===== config.mk =====
export PLATFORM = sky130hd
export DESIGN_NAME = eit_trap
export DESIGN_NICKNAME = d
export VERILOG_FILES = /design/src/rtl/eit_pkg.sv /design/src/rtl/eit_dec_if.sv /design/src/rtl/eit_trap.sv /design/src/rtl/eit_decode.sv /design/src/rtl/eit_timer.sv
export SDC_FILE = /design/constraint.sdc
export NUM_CORES = 1
export LEC_CHECK = 0
export BUFFER_PORTS_ARGS = -buffer_cell sky130_fd_sc_hd__buf_2
export CAP_MARGIN = 20
export CORE_ASPECT_RATIO = 1.4
export CORE_UTILIZATION = 56
export CTS_CLUSTER_DIAMETER = 150
export DETAILED_ROUTE_END_ITERATION = 6
export PLACE_DENSITY = 0.84
export SLEW_MARGIN = 15
export SYNTH_ARGS = -nofsm -noshare
export SYNTH_HDL_FRONTEND = slang
export SYNTH_SLANG_ARGS = --single-unit

===== constraint.sdc =====
create_clock -name ref_clk_i -period 7.25 [get_ports ref_clk_i]
set_input_delay 0.725 -clock ref_clk_i [delete_from_list [all_inputs] [get_ports ref_clk_i]]
set_output_delay 0.725 -clock ref_clk_i [all_outputs]
set_load 0.05 [all_outputs]

===== src/rtl/eit_pkg.sv =====
// Constants shared by the extended instruction trap block.
// Assumes a single 250 MHz clock domain and classic Wishbone registers.
`default_nettype none
package eit_pkg;
  localparam int          CLK_MHZ          = 250;
  // Hold times in microseconds, as printed in tenths of a millisecond
  localparam int          T_PAIR_MOVE_US   = 3400;
  localparam int          T_LOAD_US        = 3600;
  localparam int          T_LOAD_INC_US    = 3800;
  localparam int          T_XLOAD_US       = 4600;
  localparam int          T_XLOAD_INC_US   = 4900;
  localparam int          T_MULT_US        = 5800;
  localparam int          T_STORE_01_US    = 5700;
  localparam int          T_STORE_03_US    = 11500;
  localparam int          T_STORE_05_US    = 26800;
  localparam int          T_STORE_09_US    = 2400;
  localparam int          T_STORE_IGN_US   = 1100;
  localparam int          T_ZERO_BREAK_US  = 800;
  // Wishbone register byte offsets
  localparam logic [7:0]  ADR_CTRL         = 8'h00;
  localparam logic [7:0]  ADR_STATUS       = 8'h04;
  localparam logic [7:0]  ADR_MASK         = 8'h08;
  localparam logic [7:0]  ADR_FUSE         = 8'h0c;
  localparam logic [7:0]  ADR_LOCK         = 8'h10;
  localparam logic [7:0]  ADR_TRAP         = 8'h14;
  localparam logic [7:0]  ADR_SCALE        = 8'h18;
  // Control fields
  localparam int          CTRL_EMU_EN      = 0;
  localparam int          CTRL_VARIANT_EXT = 1;
  localparam int          CTRL_DONE        = 2;
  // Fuse fields
  localparam int          FUSE_RST_SEL     = 0;
  localparam int          FUSE_BOOT_LO     = 1;
  localparam int          FUSE_BOOT_W      = 2;
  localparam logic [7:0]  FUSE_RESET       = 8'hff;
  // Lock fields: general 1:0, low group 3:2, high group 5:4; 1 = unprogrammed
  localparam int          LOCK_LOW_LO      = 2;
  localparam int          LOCK_HIGH_LO     = 4;
  localparam logic [7:0]  LOCK_RESET       = 8'hff;
  // Status bits
  localparam int          NEV              = 4;
  localparam int          EV_TRAP          = 0;
  localparam int          EV_ZERO          = 1;
  localparam int          EV_UNSUP         = 2;
  localparam int          EV_RESUME        = 3;
  // Program store control codes
  localparam logic [7:0]  PSC_FILL         = 8'h01;
  localparam logic [7:0]  PSC_ERASE        = 8'h03;
  localparam logic [7:0]  PSC_WRITE        = 8'h05;
  localparam logic [7:0]  PSC_LOCK         = 8'h09;
  // Instruction classes from the decoder
  typedef enum logic [3:0] {
    EIT_CL_NONE, EIT_CL_PAIR, EIT_CL_LOAD0, EIT_CL_LOAD, EIT_CL_LOADI,
    EIT_CL_XLOAD0, EIT_CL_XLOAD, EIT_CL_XLOADI, EIT_CL_MULT, EIT_CL_STORE
  } eit_class_t;
  localparam int          CNT_W            = 24;
  localparam int          WORD_W           = 16;
  localparam logic [15:0] VEC_BASE         = 16'h0000;
  localparam int          VEC_WORDS        = 2;
endpackage : eit_pkg
`default_nettype wire


===== src/rtl/eit_dec_if.sv =====
// Decoder result carried from the opcode classifier to the trap controller.
// Assumes both ends share one clock.
`default_nettype none
interface eit_dec_if;
  eit_pkg::eit_class_t cls;
  modport dec (output cls);
  modport ctl (input  cls);
endinterface : eit_dec_if
`default_nettype wire


===== src/rtl/eit_trap.sv =====
// Extended instruction trap controller with fuse, lock and vector handling.
// Assumes a core that stalls on halt_o and a controller reached by Wishbone.
// Behaviour
// RL1: Emulation enabled halts core on extended opcodes
// RL2: Controller writes results before resume
// RL3: Extended opcodes never run natively, always trap
// RL4: Each trap holds for its own time
// RL5: Hold times fixed, independent of target clock
// RL6: Ignored program store traps about 1.1 ms
// RL7: Reset vector fuse zero breaks at 0x0000
// RL8: IO clock stopped throughout every trap
// RL9: Operand-free loads run natively unless enabled
// RL10: Fuse and lock reads need emulation enabled
// RL11: Variant without set breaks and warns host
// RL12: External memory access adds one cycle
// RL13: Only reset and boot fuses steer execution
// RL14: Fuses change only via host path
// RL15: Boot lock groups gate loads and stores
// RL16: Locks set by store, cleared by host
// RL17: Two words reserved per interrupt vector
// RL18: Vectors always from default table
// RL19: Restart IO clock, resume after trapped instruction
//
// Decided for this implementation: the placing of the registers and the Wishbone interface to the registers.
`default_nettype none
module eit_trap (
  input  wire logic        ref_clk_i,
  input  wire logic        rst_i,
  input  wire logic        ce_i,
  input  wire logic        fetch_i,
  input  wire logic [15:0] op_i,
  input  wire logic [15:0] pc_i,
  input  wire logic [15:0] boot_start_i,
  input  wire logic [7:0]  store_ctrl_i,
  input  wire logic [7:0]  store_lock_i,
  input  wire logic        xmem_req_i,
  input  wire logic [4:0]  irq_num_i,
  input  wire logic        wb_cyc_i,
  input  wire logic        wb_stb_i,
  input  wire logic        wb_we_i,
  input  wire logic [7:0]  wb_adr_i,
  input  wire logic [3:0]  wb_sel_i,
  input  wire logic [31:0] wb_dat_i,
  output logic [31:0]      wb_dat_o,
  output logic             wb_ack_o,
  output logic             halt_o,
  output logic             io_clk_en_o,
  output logic             resume_o,
  output logic             xmem_wait_o,
  output logic             fuse_read_en_o,
  output logic             load_allow_o,
  output logic             store_allow_o,
  output logic [15:0]      vec_addr_o,
  output logic             irq_o
);
  // One-hot trap sequence: run, timed hold, wait for the host, resume
  typedef enum logic [3:0] {
    EIT_ST_RUN  = 4'b0001,
    EIT_ST_HOLD = 4'b0010,
    EIT_ST_WAIT = 4'b0100,
    EIT_ST_RES  = 4'b1000
  } eit_state_t;

  localparam int unsigned STEP = eit_pkg::CLK_MHZ;

  eit_state_t                state;
  eit_state_t                next_state;
  logic [31:0]               ctrl;
  logic [7:0]                fuse;
  logic [7:0]                lock;
  logic [eit_pkg::NEV-1:0]   status;
  logic [eit_pkg::NEV-1:0]   mask;
  logic [eit_pkg::NEV-1:0]   ev;
  logic [eit_pkg::CNT_W-1:0] hold_cycles;
  logic [eit_pkg::CNT_W-1:0] scale;
  logic [3:0]                trap_cls;
  logic                      timer_load;
  logic                      timer_busy;
  logic                      emu_en;
  logic                      is_ext;
  logic                      zero_hit;
  logic                      in_boot;
  logic                      store_ok;
  logic                      wb_hit;
  logic                      done_pulse;
  logic [31:0]               rd_data;
  eit_dec_if                 dec_bus ();

  eit_decode u_dec (
    .op_i (op_i),
    .dec  (dec_bus)
  );

  assign emu_en  = ctrl[eit_pkg::CTRL_EMU_EN];
  // Operand-free loads are extended only while emulation is on
  assign is_ext  = (dec_bus.cls != eit_pkg::EIT_CL_NONE) &&
                   (emu_en || (dec_bus.cls != eit_pkg::EIT_CL_LOAD0 &&
                               dec_bus.cls != eit_pkg::EIT_CL_XLOAD0)); // RL9
  assign zero_hit = fetch_i && (pc_i == 16'h0000) &&
                    !fuse[eit_pkg::FUSE_RST_SEL]; // RL7
  // Boot area bound comes from the core, which sizes it from the boot fuses
  assign in_boot = (pc_i >= boot_start_i);
  // A store from the application area or under a programmed low or high lock group is ignored
  assign store_ok = in_boot &&
                    (lock[eit_pkg::LOCK_HIGH_LO +: 2] == 2'b11) &&
                    (lock[eit_pkg::LOCK_LOW_LO +: 2] == 2'b11); // RL15 RL6

  // Hold time per class; cycles per microsecond is the clock rate in MHz
  always_comb
  begin
    hold_cycles = eit_pkg::CNT_W'(eit_pkg::T_ZERO_BREAK_US * STEP);
    case (eit_pkg::eit_class_t'(dec_bus.cls))
      eit_pkg::EIT_CL_PAIR:   hold_cycles = eit_pkg::CNT_W'(eit_pkg::T_PAIR_MOVE_US * STEP); // RL4
      eit_pkg::EIT_CL_LOAD0,
      eit_pkg::EIT_CL_LOAD:   hold_cycles = eit_pkg::CNT_W'(eit_pkg::T_LOAD_US * STEP);
      eit_pkg::EIT_CL_LOADI:  hold_cycles = eit_pkg::CNT_W'(eit_pkg::T_LOAD_INC_US * STEP);
      eit_pkg::EIT_CL_XLOAD0,
      eit_pkg::EIT_CL_XLOAD:  hold_cycles = eit_pkg::CNT_W'(eit_pkg::T_XLOAD_US * STEP);
      eit_pkg::EIT_CL_XLOADI: hold_cycles = eit_pkg::CNT_W'(eit_pkg::T_XLOAD_INC_US * STEP);
      eit_pkg::EIT_CL_MULT:   hold_cycles = eit_pkg::CNT_W'(eit_pkg::T_MULT_US * STEP);
      eit_pkg::EIT_CL_STORE:
      begin
        if (!store_ok)
          hold_cycles = eit_pkg::CNT_W'(eit_pkg::T_STORE_IGN_US * STEP); // RL6
        else if (store_ctrl_i == eit_pkg::PSC_ERASE)
          hold_cycles = eit_pkg::CNT_W'(eit_pkg::T_STORE_03_US * STEP);
        else if (store_ctrl_i == eit_pkg::PSC_WRITE)
          hold_cycles = eit_pkg::CNT_W'(eit_pkg::T_STORE_05_US * STEP);
        else if (store_ctrl_i == eit_pkg::PSC_LOCK)
          hold_cycles = eit_pkg::CNT_W'(eit_pkg::T_STORE_09_US * STEP);
        else
          hold_cycles = eit_pkg::CNT_W'(eit_pkg::T_STORE_01_US * STEP);
      end
      default:                hold_cycles = eit_pkg::CNT_W'(eit_pkg::T_ZERO_BREAK_US * STEP);
    endcase
    // A nonzero scale register replaces the count, so a bench can shorten it
    if (scale != '0)
      hold_cycles = scale;
  end

  // Fixed counts on the block clock, never derived from the target clock
  eit_timer u_timer (
    .ref_clk_i (ref_clk_i),
    .rst_i     (rst_i),
    .ce_i      (ce_i),
    .load_i    (timer_load),
    .count_i   (hold_cycles),
    .busy_o    (timer_busy)
  ); // RL5

  assign timer_load = (state == EIT_ST_RUN) && fetch_i && (is_ext || zero_hit);
  assign done_pulse = wb_hit && wb_we_i && wb_sel_i[0] &&
                      (wb_adr_i == eit_pkg::ADR_CTRL) && wb_dat_i[eit_pkg::CTRL_DONE];

  always_comb
  begin
    next_state = state;
    case (state)
      EIT_ST_RUN:  if (timer_load) next_state = EIT_ST_HOLD; // RL1 RL3
      EIT_ST_HOLD: if (!timer_busy) next_state = EIT_ST_WAIT; // RL4
      EIT_ST_WAIT: if (done_pulse) next_state = EIT_ST_RES; // RL2
      EIT_ST_RES:  next_state = EIT_ST_RUN; // RL19
      default:     next_state = EIT_ST_RUN;
    endcase
  end

  // Fetches during a trap are ignored; the core is stalled anyway
  always_ff @(posedge ref_clk_i)
  begin
    if (rst_i)
      state <= EIT_ST_RUN;
    else if (ce_i)
      state <= next_state;
  end

  // Class of the last trap, kept for the host to read
  always_ff @(posedge ref_clk_i)
  begin
    if (rst_i)
      trap_cls <= 4'h0;
    else if (ce_i && timer_load)
      trap_cls <= is_ext ? 4'(dec_bus.cls) : 4'h0;
  end

  // Halt and the IO clock gate cover the trap from the fetch to the resume
  always_ff @(posedge ref_clk_i)
  begin
    if (rst_i)
    begin
      halt_o      <= 1'b0;
      io_clk_en_o <= 1'b1;
      resume_o    <= 1'b0;
    end
    else if (ce_i)
    begin
      halt_o      <= (next_state != EIT_ST_RUN); // RL1
      io_clk_en_o <= (next_state == EIT_ST_RUN); // RL8 RL19
      resume_o    <= (state == EIT_ST_RES); // RL19
    end
  end

  // One wait cycle per external access; pin timing stays with the bus unit
  always_ff @(posedge ref_clk_i)
  begin
    if (rst_i)
      xmem_wait_o <= 1'b0;
    else if (ce_i)
      xmem_wait_o <= xmem_req_i && !xmem_wait_o; // RL12
  end

  // Permission outputs; no bit of the fuse register reaches this logic
  always_ff @(posedge ref_clk_i)
  begin
    if (rst_i)
    begin
      fuse_read_en_o <= 1'b0;
      load_allow_o   <= 1'b1;
      store_allow_o  <= 1'b0;
      vec_addr_o     <= eit_pkg::VEC_BASE;
    end
    else if (ce_i)
    begin
      fuse_read_en_o <= emu_en; // RL10
      load_allow_o   <= in_boot ? lock[eit_pkg::LOCK_HIGH_LO + 1]
                                : lock[eit_pkg::LOCK_LOW_LO + 1]; // RL15 RL13
      store_allow_o  <= store_ok; // RL15
      vec_addr_o     <= eit_pkg::VEC_BASE +
                        16'(irq_num_i) * 16'(eit_pkg::VEC_WORDS); // RL17 RL18
    end
  end

  // Status events: trap, zero break, unsupported variant for the host warning, resume
  assign ev[eit_pkg::EV_TRAP]   = timer_load && is_ext && ctrl[eit_pkg::CTRL_VARIANT_EXT];
  assign ev[eit_pkg::EV_ZERO]   = timer_load && zero_hit;
  assign ev[eit_pkg::EV_UNSUP]  = timer_load && is_ext && !ctrl[eit_pkg::CTRL_VARIANT_EXT]; // RL11
  assign ev[eit_pkg::EV_RESUME] = (state == EIT_ST_RES);

  // Ack gates the hit, so a held request is taken only once
  assign wb_hit = wb_cyc_i && wb_stb_i && !wb_ack_o;

  // Done is a strobe and is never stored
  always_ff @(posedge ref_clk_i)
  begin
    if (rst_i)
      ctrl <= 32'h0000_0000;
    else if (ce_i && wb_hit && wb_we_i && wb_sel_i[0] && wb_adr_i == eit_pkg::ADR_CTRL)
      ctrl <= {30'h0, wb_dat_i[eit_pkg::CTRL_VARIANT_EXT:eit_pkg::CTRL_EMU_EN]};
  end

  // Fuses only from the host; program stores never touch them
  always_ff @(posedge ref_clk_i)
  begin
    if (rst_i)
      fuse <= eit_pkg::FUSE_RESET;
    else if (ce_i && wb_hit && wb_we_i && wb_sel_i[0] && wb_adr_i == eit_pkg::ADR_FUSE)
      fuse <= wb_dat_i[7:0]; // RL14
  end

  // Lock bits: host writes set any value, a lock store can only program
  always_ff @(posedge ref_clk_i)
  begin
    if (rst_i)
      lock <= eit_pkg::LOCK_RESET;
    else if (ce_i)
    begin
      if (wb_hit && wb_we_i && wb_sel_i[0] && wb_adr_i == eit_pkg::ADR_LOCK)
        lock <= wb_dat_i[7:0]; // RL16
      else if (timer_load && is_ext && dec_bus.cls == eit_pkg::EIT_CL_STORE &&
               store_ok && store_ctrl_i == eit_pkg::PSC_LOCK)
        lock <= lock & store_lock_i; // RL16
    end
  end

  // Scale ignores byte selects; when nonzero it replaces every hold count, longer or shorter
  always_ff @(posedge ref_clk_i)
  begin
    if (rst_i)
      scale <= '0;
    else if (ce_i && wb_hit && wb_we_i && wb_adr_i == eit_pkg::ADR_SCALE)
      scale <= wb_dat_i[eit_pkg::CNT_W-1:0];
  end

  // Mask shares the status layout
  always_ff @(posedge ref_clk_i)
  begin
    if (rst_i)
      mask <= '0;
    else if (ce_i && wb_hit && wb_we_i && wb_sel_i[0] && wb_adr_i == eit_pkg::ADR_MASK)
      mask <= wb_dat_i[eit_pkg::NEV-1:0];
  end

  // Write one to clear; a new event in the same cycle wins
  for (genvar i = 0; i < eit_pkg::NEV; i++)
  begin : g_stat
    always_ff @(posedge ref_clk_i)
    begin
      if (rst_i)
        status[i] <= 1'b0;
      else if (ce_i)
      begin
        if (ev[i])
          status[i] <= 1'b1;
        else if (wb_hit && wb_we_i && wb_sel_i[0] && wb_adr_i == eit_pkg::ADR_STATUS &&
                 wb_dat_i[i])
          status[i] <= 1'b0;
      end
    end
  end

  always_ff @(posedge ref_clk_i)
  begin
    if (rst_i)
      irq_o <= 1'b0;
    else if (ce_i)
      irq_o <= |(status & mask);
  end

  // Reads decode the address alone; unmapped offsets return zero
  always_comb
  begin
    rd_data = 32'h0000_0000;
    case (wb_adr_i)
      eit_pkg::ADR_CTRL:   rd_data = ctrl;
      eit_pkg::ADR_STATUS: rd_data = {28'h0, status};
      eit_pkg::ADR_MASK:   rd_data = {28'h0, mask};
      eit_pkg::ADR_FUSE:   rd_data = {24'h0, fuse};
      eit_pkg::ADR_LOCK:   rd_data = {24'h0, lock};
      eit_pkg::ADR_TRAP:   rd_data = {24'h0, trap_cls, state};
      eit_pkg::ADR_SCALE:  rd_data = {8'h0, scale};
      default:             rd_data = 32'h0000_0000;
    endcase
  end

  // One-cycle answer; unmapped addresses ack and read zero
  always_ff @(posedge ref_clk_i)
  begin
    if (rst_i)
    begin
      wb_ack_o <= 1'b0;
      wb_dat_o <= 32'h0000_0000;
    end
    else if (ce_i)
    begin
      wb_ack_o <= wb_hit;
      wb_dat_o <= wb_hit ? rd_data : 32'h0000_0000;
    end
  end
endmodule : eit_trap
`default_nettype wire


===== src/rtl/eit_decode.sv =====
// Opcode classifier for the extended instruction set.
// Assumes a valid fetched word at its input.
`default_nettype none
module eit_decode (
  input  wire logic [15:0] op_i,
  eit_dec_if.dec           dec
);
  always_comb
  begin
    dec.cls = eit_pkg::EIT_CL_NONE;
    if (op_i[15:8] == 8'h01)
      dec.cls = eit_pkg::EIT_CL_PAIR;
    else if (op_i[15:10] == 6'h27 || op_i[15:8] == 8'h02 || op_i[15:8] == 8'h03)
      dec.cls = eit_pkg::EIT_CL_MULT;
    else if (op_i == 16'h95c8)
      dec.cls = eit_pkg::EIT_CL_LOAD0;
    else if (op_i == 16'h95d8)
      dec.cls = eit_pkg::EIT_CL_XLOAD0;
    else if (op_i == 16'h95e8)
      dec.cls = eit_pkg::EIT_CL_STORE;
    else if (op_i[15:9] == 7'h48)
    begin
      case (op_i[3:0])
        4'h4:    dec.cls = eit_pkg::EIT_CL_LOAD;
        4'h5:    dec.cls = eit_pkg::EIT_CL_LOADI;
        4'h6:    dec.cls = eit_pkg::EIT_CL_XLOAD;
        4'h7:    dec.cls = eit_pkg::EIT_CL_XLOADI;
        default: dec.cls = eit_pkg::EIT_CL_NONE;
      endcase
    end
  end
endmodule : eit_decode
`default_nettype wire


===== src/rtl/eit_timer.sv =====
// Hold timer: loads a cycle count and reports when it has run out.
// Assumes the count is at least one cycle.
`default_nettype none
module eit_timer (
  input  wire logic                     ref_clk_i,
  input  wire logic                     rst_i,
  input  wire logic                     ce_i,
  input  wire logic                     load_i,
  input  wire logic [eit_pkg::CNT_W-1:0] count_i,
  output logic                          busy_o
);
  logic [eit_pkg::CNT_W-1:0] remain;
  always_ff @(posedge ref_clk_i)
  begin
    if (rst_i)
      remain <= '0;
    else if (ce_i)
    begin
      if (load_i)
        remain <= count_i;
      else if (remain != '0)
        remain <= remain - 1'b1;
    end
  end
  assign busy_o = (remain != '0);
endmodule : eit_timer
`default_nettype wire


==> impl_metrics.json <==
{
  "status": "finished, violations left",
  "violations": "DRC",
  "first_pass_iters": 7,
  "start_kind": "flop",
  "switching_share": 0.347,
  "synth_compound_area_frac": 0.259,
  "p_seq_frac": 0.337,
  "final_area_um2": 8240,
  "clk_transition_reported_paths_ps": 60,
  "finalSetupViolations": 0,
  "p_switching_uw": 813,
  "synth_edf_count": 0,
  "worstPathRequired_ps": 7540,
  "setup_tns_ps": 0,
  "ys_ff_latch": 120,
  "netlist_instances": 873,
  "critPathBufInv": 0,
  "worst_path_max_delay_cell": "o22a_1",
  "max-slew-margin-rel": 0.208,
  "period_share": 0.544,
  "dieHeight_um": 133,
  "max_stage_delay_ps": 740,
  "place_ws_ps": 3240,
  "clock_latency_ps": 420,
  "p_int_mw": 1.53,
  "yosys.area_share.xor_xnor": 0.00887,
  "cts-root-buf": "clkbuf_16",
  "pin_count": 178,
  "clock-sinks": 120,
  "initial_core_util": 0.579,
  "crit_type": "flop to flop",
  "antenna_found_initial": 0,
  "cap_violations": 0,
  "layout_common_cells": "buf_2 (146), dfxtp_1 (120), nand2_1 (101)",
  "cts_hold_buf": 0,
  "clock.fmax_mhz": 254,
  "power.density_nw_per_um2": 284,
  "grt_pass1_wl_mm": 35.3,
  "min_period_ps": 3940,
  "finish.utilization": 0.690,
  "hold_viol_final": 0,
  "synth_warnings": 0,
  "cts_inserted_buffers": 17,
  "finClkSkew_ps": 7.66,
  "final_nets": 1139,
  "maxSlewViolCount": 0,
  "ir_worst_vdd_mv": 0.185,
  "grt_pass1_vias": 7245,
  "cts_htree_levels": 4,
  "cts_resized": 0,
  "cp-end-kind": "flop",
  "placeableCoreArea_um2": 11900,
  "clock_path_buffers": 2,
  "antenna_left": 0,
  "gr-total-overflow": 0,
  "synth.distinct_cells": 84,
  "cellLeakagePower_nw": 3.33,
  "grt_max_degree": 78,
  "max_slew.worst_pin.slew_ps": 1170,
  "wl_mm": 22.4,
  "syn_to_final_growth_pct": 19.2,
  "yosys.area_share.simple": 0.244,
  "synthMuxAreaShare": 0.0380,
  "cp_top_family": "simple AND/OR/NAND/NOR gates",
  "post_cts_buffers": 0,
  "worstPathMaxFanout": 19,
  "synth_top_family_by_area": "compound AO/OA/AOI/OAI gates",
  "vias": 7604,
  "netlist_area_um2": 6920,
  "pwr-share-clk": 0.367,
  "port_buffers": 147,
  "dpl.hpwl_mm": 16.1,
  "seq_area_frac_synth": 0.347,
  "pwr-share-comb": 0.297,
  "grt_usage": 0.360,
  "hp-class": "flop to flop",
  "drt_iter0_markers": 771,
  "place_congestion": 0.982,
  "arrival_ps": 4230,
  "rsz0062_at_grt": "no",
  "vias_per_cell": 6.55,
  "die-width_um": 95.9,
  "diodes": 0,
  "fp.dieArea_um2": 12800,
  "synthArstFlopShare": 0,
  "layout_commonest_cell": "buf_2",
  "drive_gt1_frac": 0.220,
  "rows": 47,
  "wl_per_cell_um": 19.3,
  "final.setup.worst_slack_ps": 3310,
  "drc": 5,
  "cts_tree": "yes",
  "place_area_um2": 7630,
  "synth_fa_ha_area_frac": 0.0308,
  "synth.avg_cell_area_um2": 7.92,
  "ys.flop_type": "dfxtp_1",
  "power_mw": 2.34,
  "worstPathCellList": "nor4b_1, nand2_1, nor3_2, o22a_1, nand2_1, a211oi_1, a21oi_1",
  "crit_top_cell": "nand2_1"
}
## cell usage after synthesis, types with 9 or more instances
library cell	number	area share
nor3_1	21	0.015
ha_1	17	0.031
or2_2	9	0.0081
o211ai_1	12	0.013
dfxtp_1	120	0.35
a22oi_1	36	0.039
nand4_1	12	0.011
nand3_1	21	0.015
a21oi_1	68	0.049
o21ai_0	55	0.040
a31oi_1	13	0.012
buf_2	9	0.0065
clkbuf_1	31	0.017
buf_4	20	0.022
nand2_1	101	0.055
inv_1	34	0.018
nor2_1	78	0.042
nor4_1	22	0.020
mux2i_1	24	0.035
a221oi_1	9	0.011
## final timing paths
path	start	to	slack [ps]	cells past startpoint
max	state[0]	u_timer.remain[14]	3310	7
min	io_clk_en_o	io_clk_en_o	460	2
max reg2reg	state[0]	u_timer.remain[14]	3310	7
min reg2reg	io_clk_en_o	io_clk_en_o	460	2
## through the flow
| step | hold WS, ps | cells |
|---|---|---|
| floorplan | 432 | 891 |
| global placement | 432 | 1129 |
| detailed placement | 450 | 1129 |
| CTS | 461 | 1161 |
| global route | 480 | 1161 |
| finish | 458 | 1161 |
## layout make-up
class,count,area [um2]
multi-input combinational,668,4090
fill,981,3700
sequential,120,2400
timing repair buffer,158,821
clock buffer,20,467
tap,147,184
clock inverter,12,140
inverter,36,135
## power groups by stage
stage	clock [mW]	sequential, mW	combinational [mW]
6_report	0.859	0.788	0.694
3_5_place_dp	0	0.797	0.678
3_3_place_gp	0	0.793	0.663
5_1_grt	0.890	0.795	0.764
2_1_floorplan	0	0.794	0.533
4_1_cts	0.859	0.784	0.681
## routing by layer
metal  up-vias  global-route usage  part of all wire  wire (um)
li1       3467                   -                 -          -
met4         0               0.227             0.061       1370
met1      3542               0.406              0.36       7990
met5         -                   0                 0          0
met2       473               0.596              0.50      11100
met3       122              0.0862             0.086       1930
## state kept, by name, summed over array words and instances, names as in the netlist
register / flops
u_timer.remain: 24
load_allow_o: 1
status: 4
fuse_read_en_o: 1
lock: 8
trap_cls: 4
xmem_wait_o: 1
ctrl: 2
halt_o: 1
scale: 24
wb_dat_o: 24
fuse: 8
vec_addr_o: 5
resume_o: 1
state: 4
store_allow_o: 1
wb_ack_o: 1
mask: 4
io_clk_en_o: 1
irq_o: 1
## tightest hold or removal path, stage by stage, from the launching register on
cell and delay, ps:
dfxtp_1 300, inv_1 40, o21ai_0 60
## kinds of logic after synthesis
kind of cell	Yosys count
adders and majority gates	17
and+or+nand+nor	330
DFF	120
other	1
buffers and inverters	103
xor gates and xnor gates	7
muxes	26
AOI/OAI and AO/OA	269
Power figures use the tool's default switching activity.
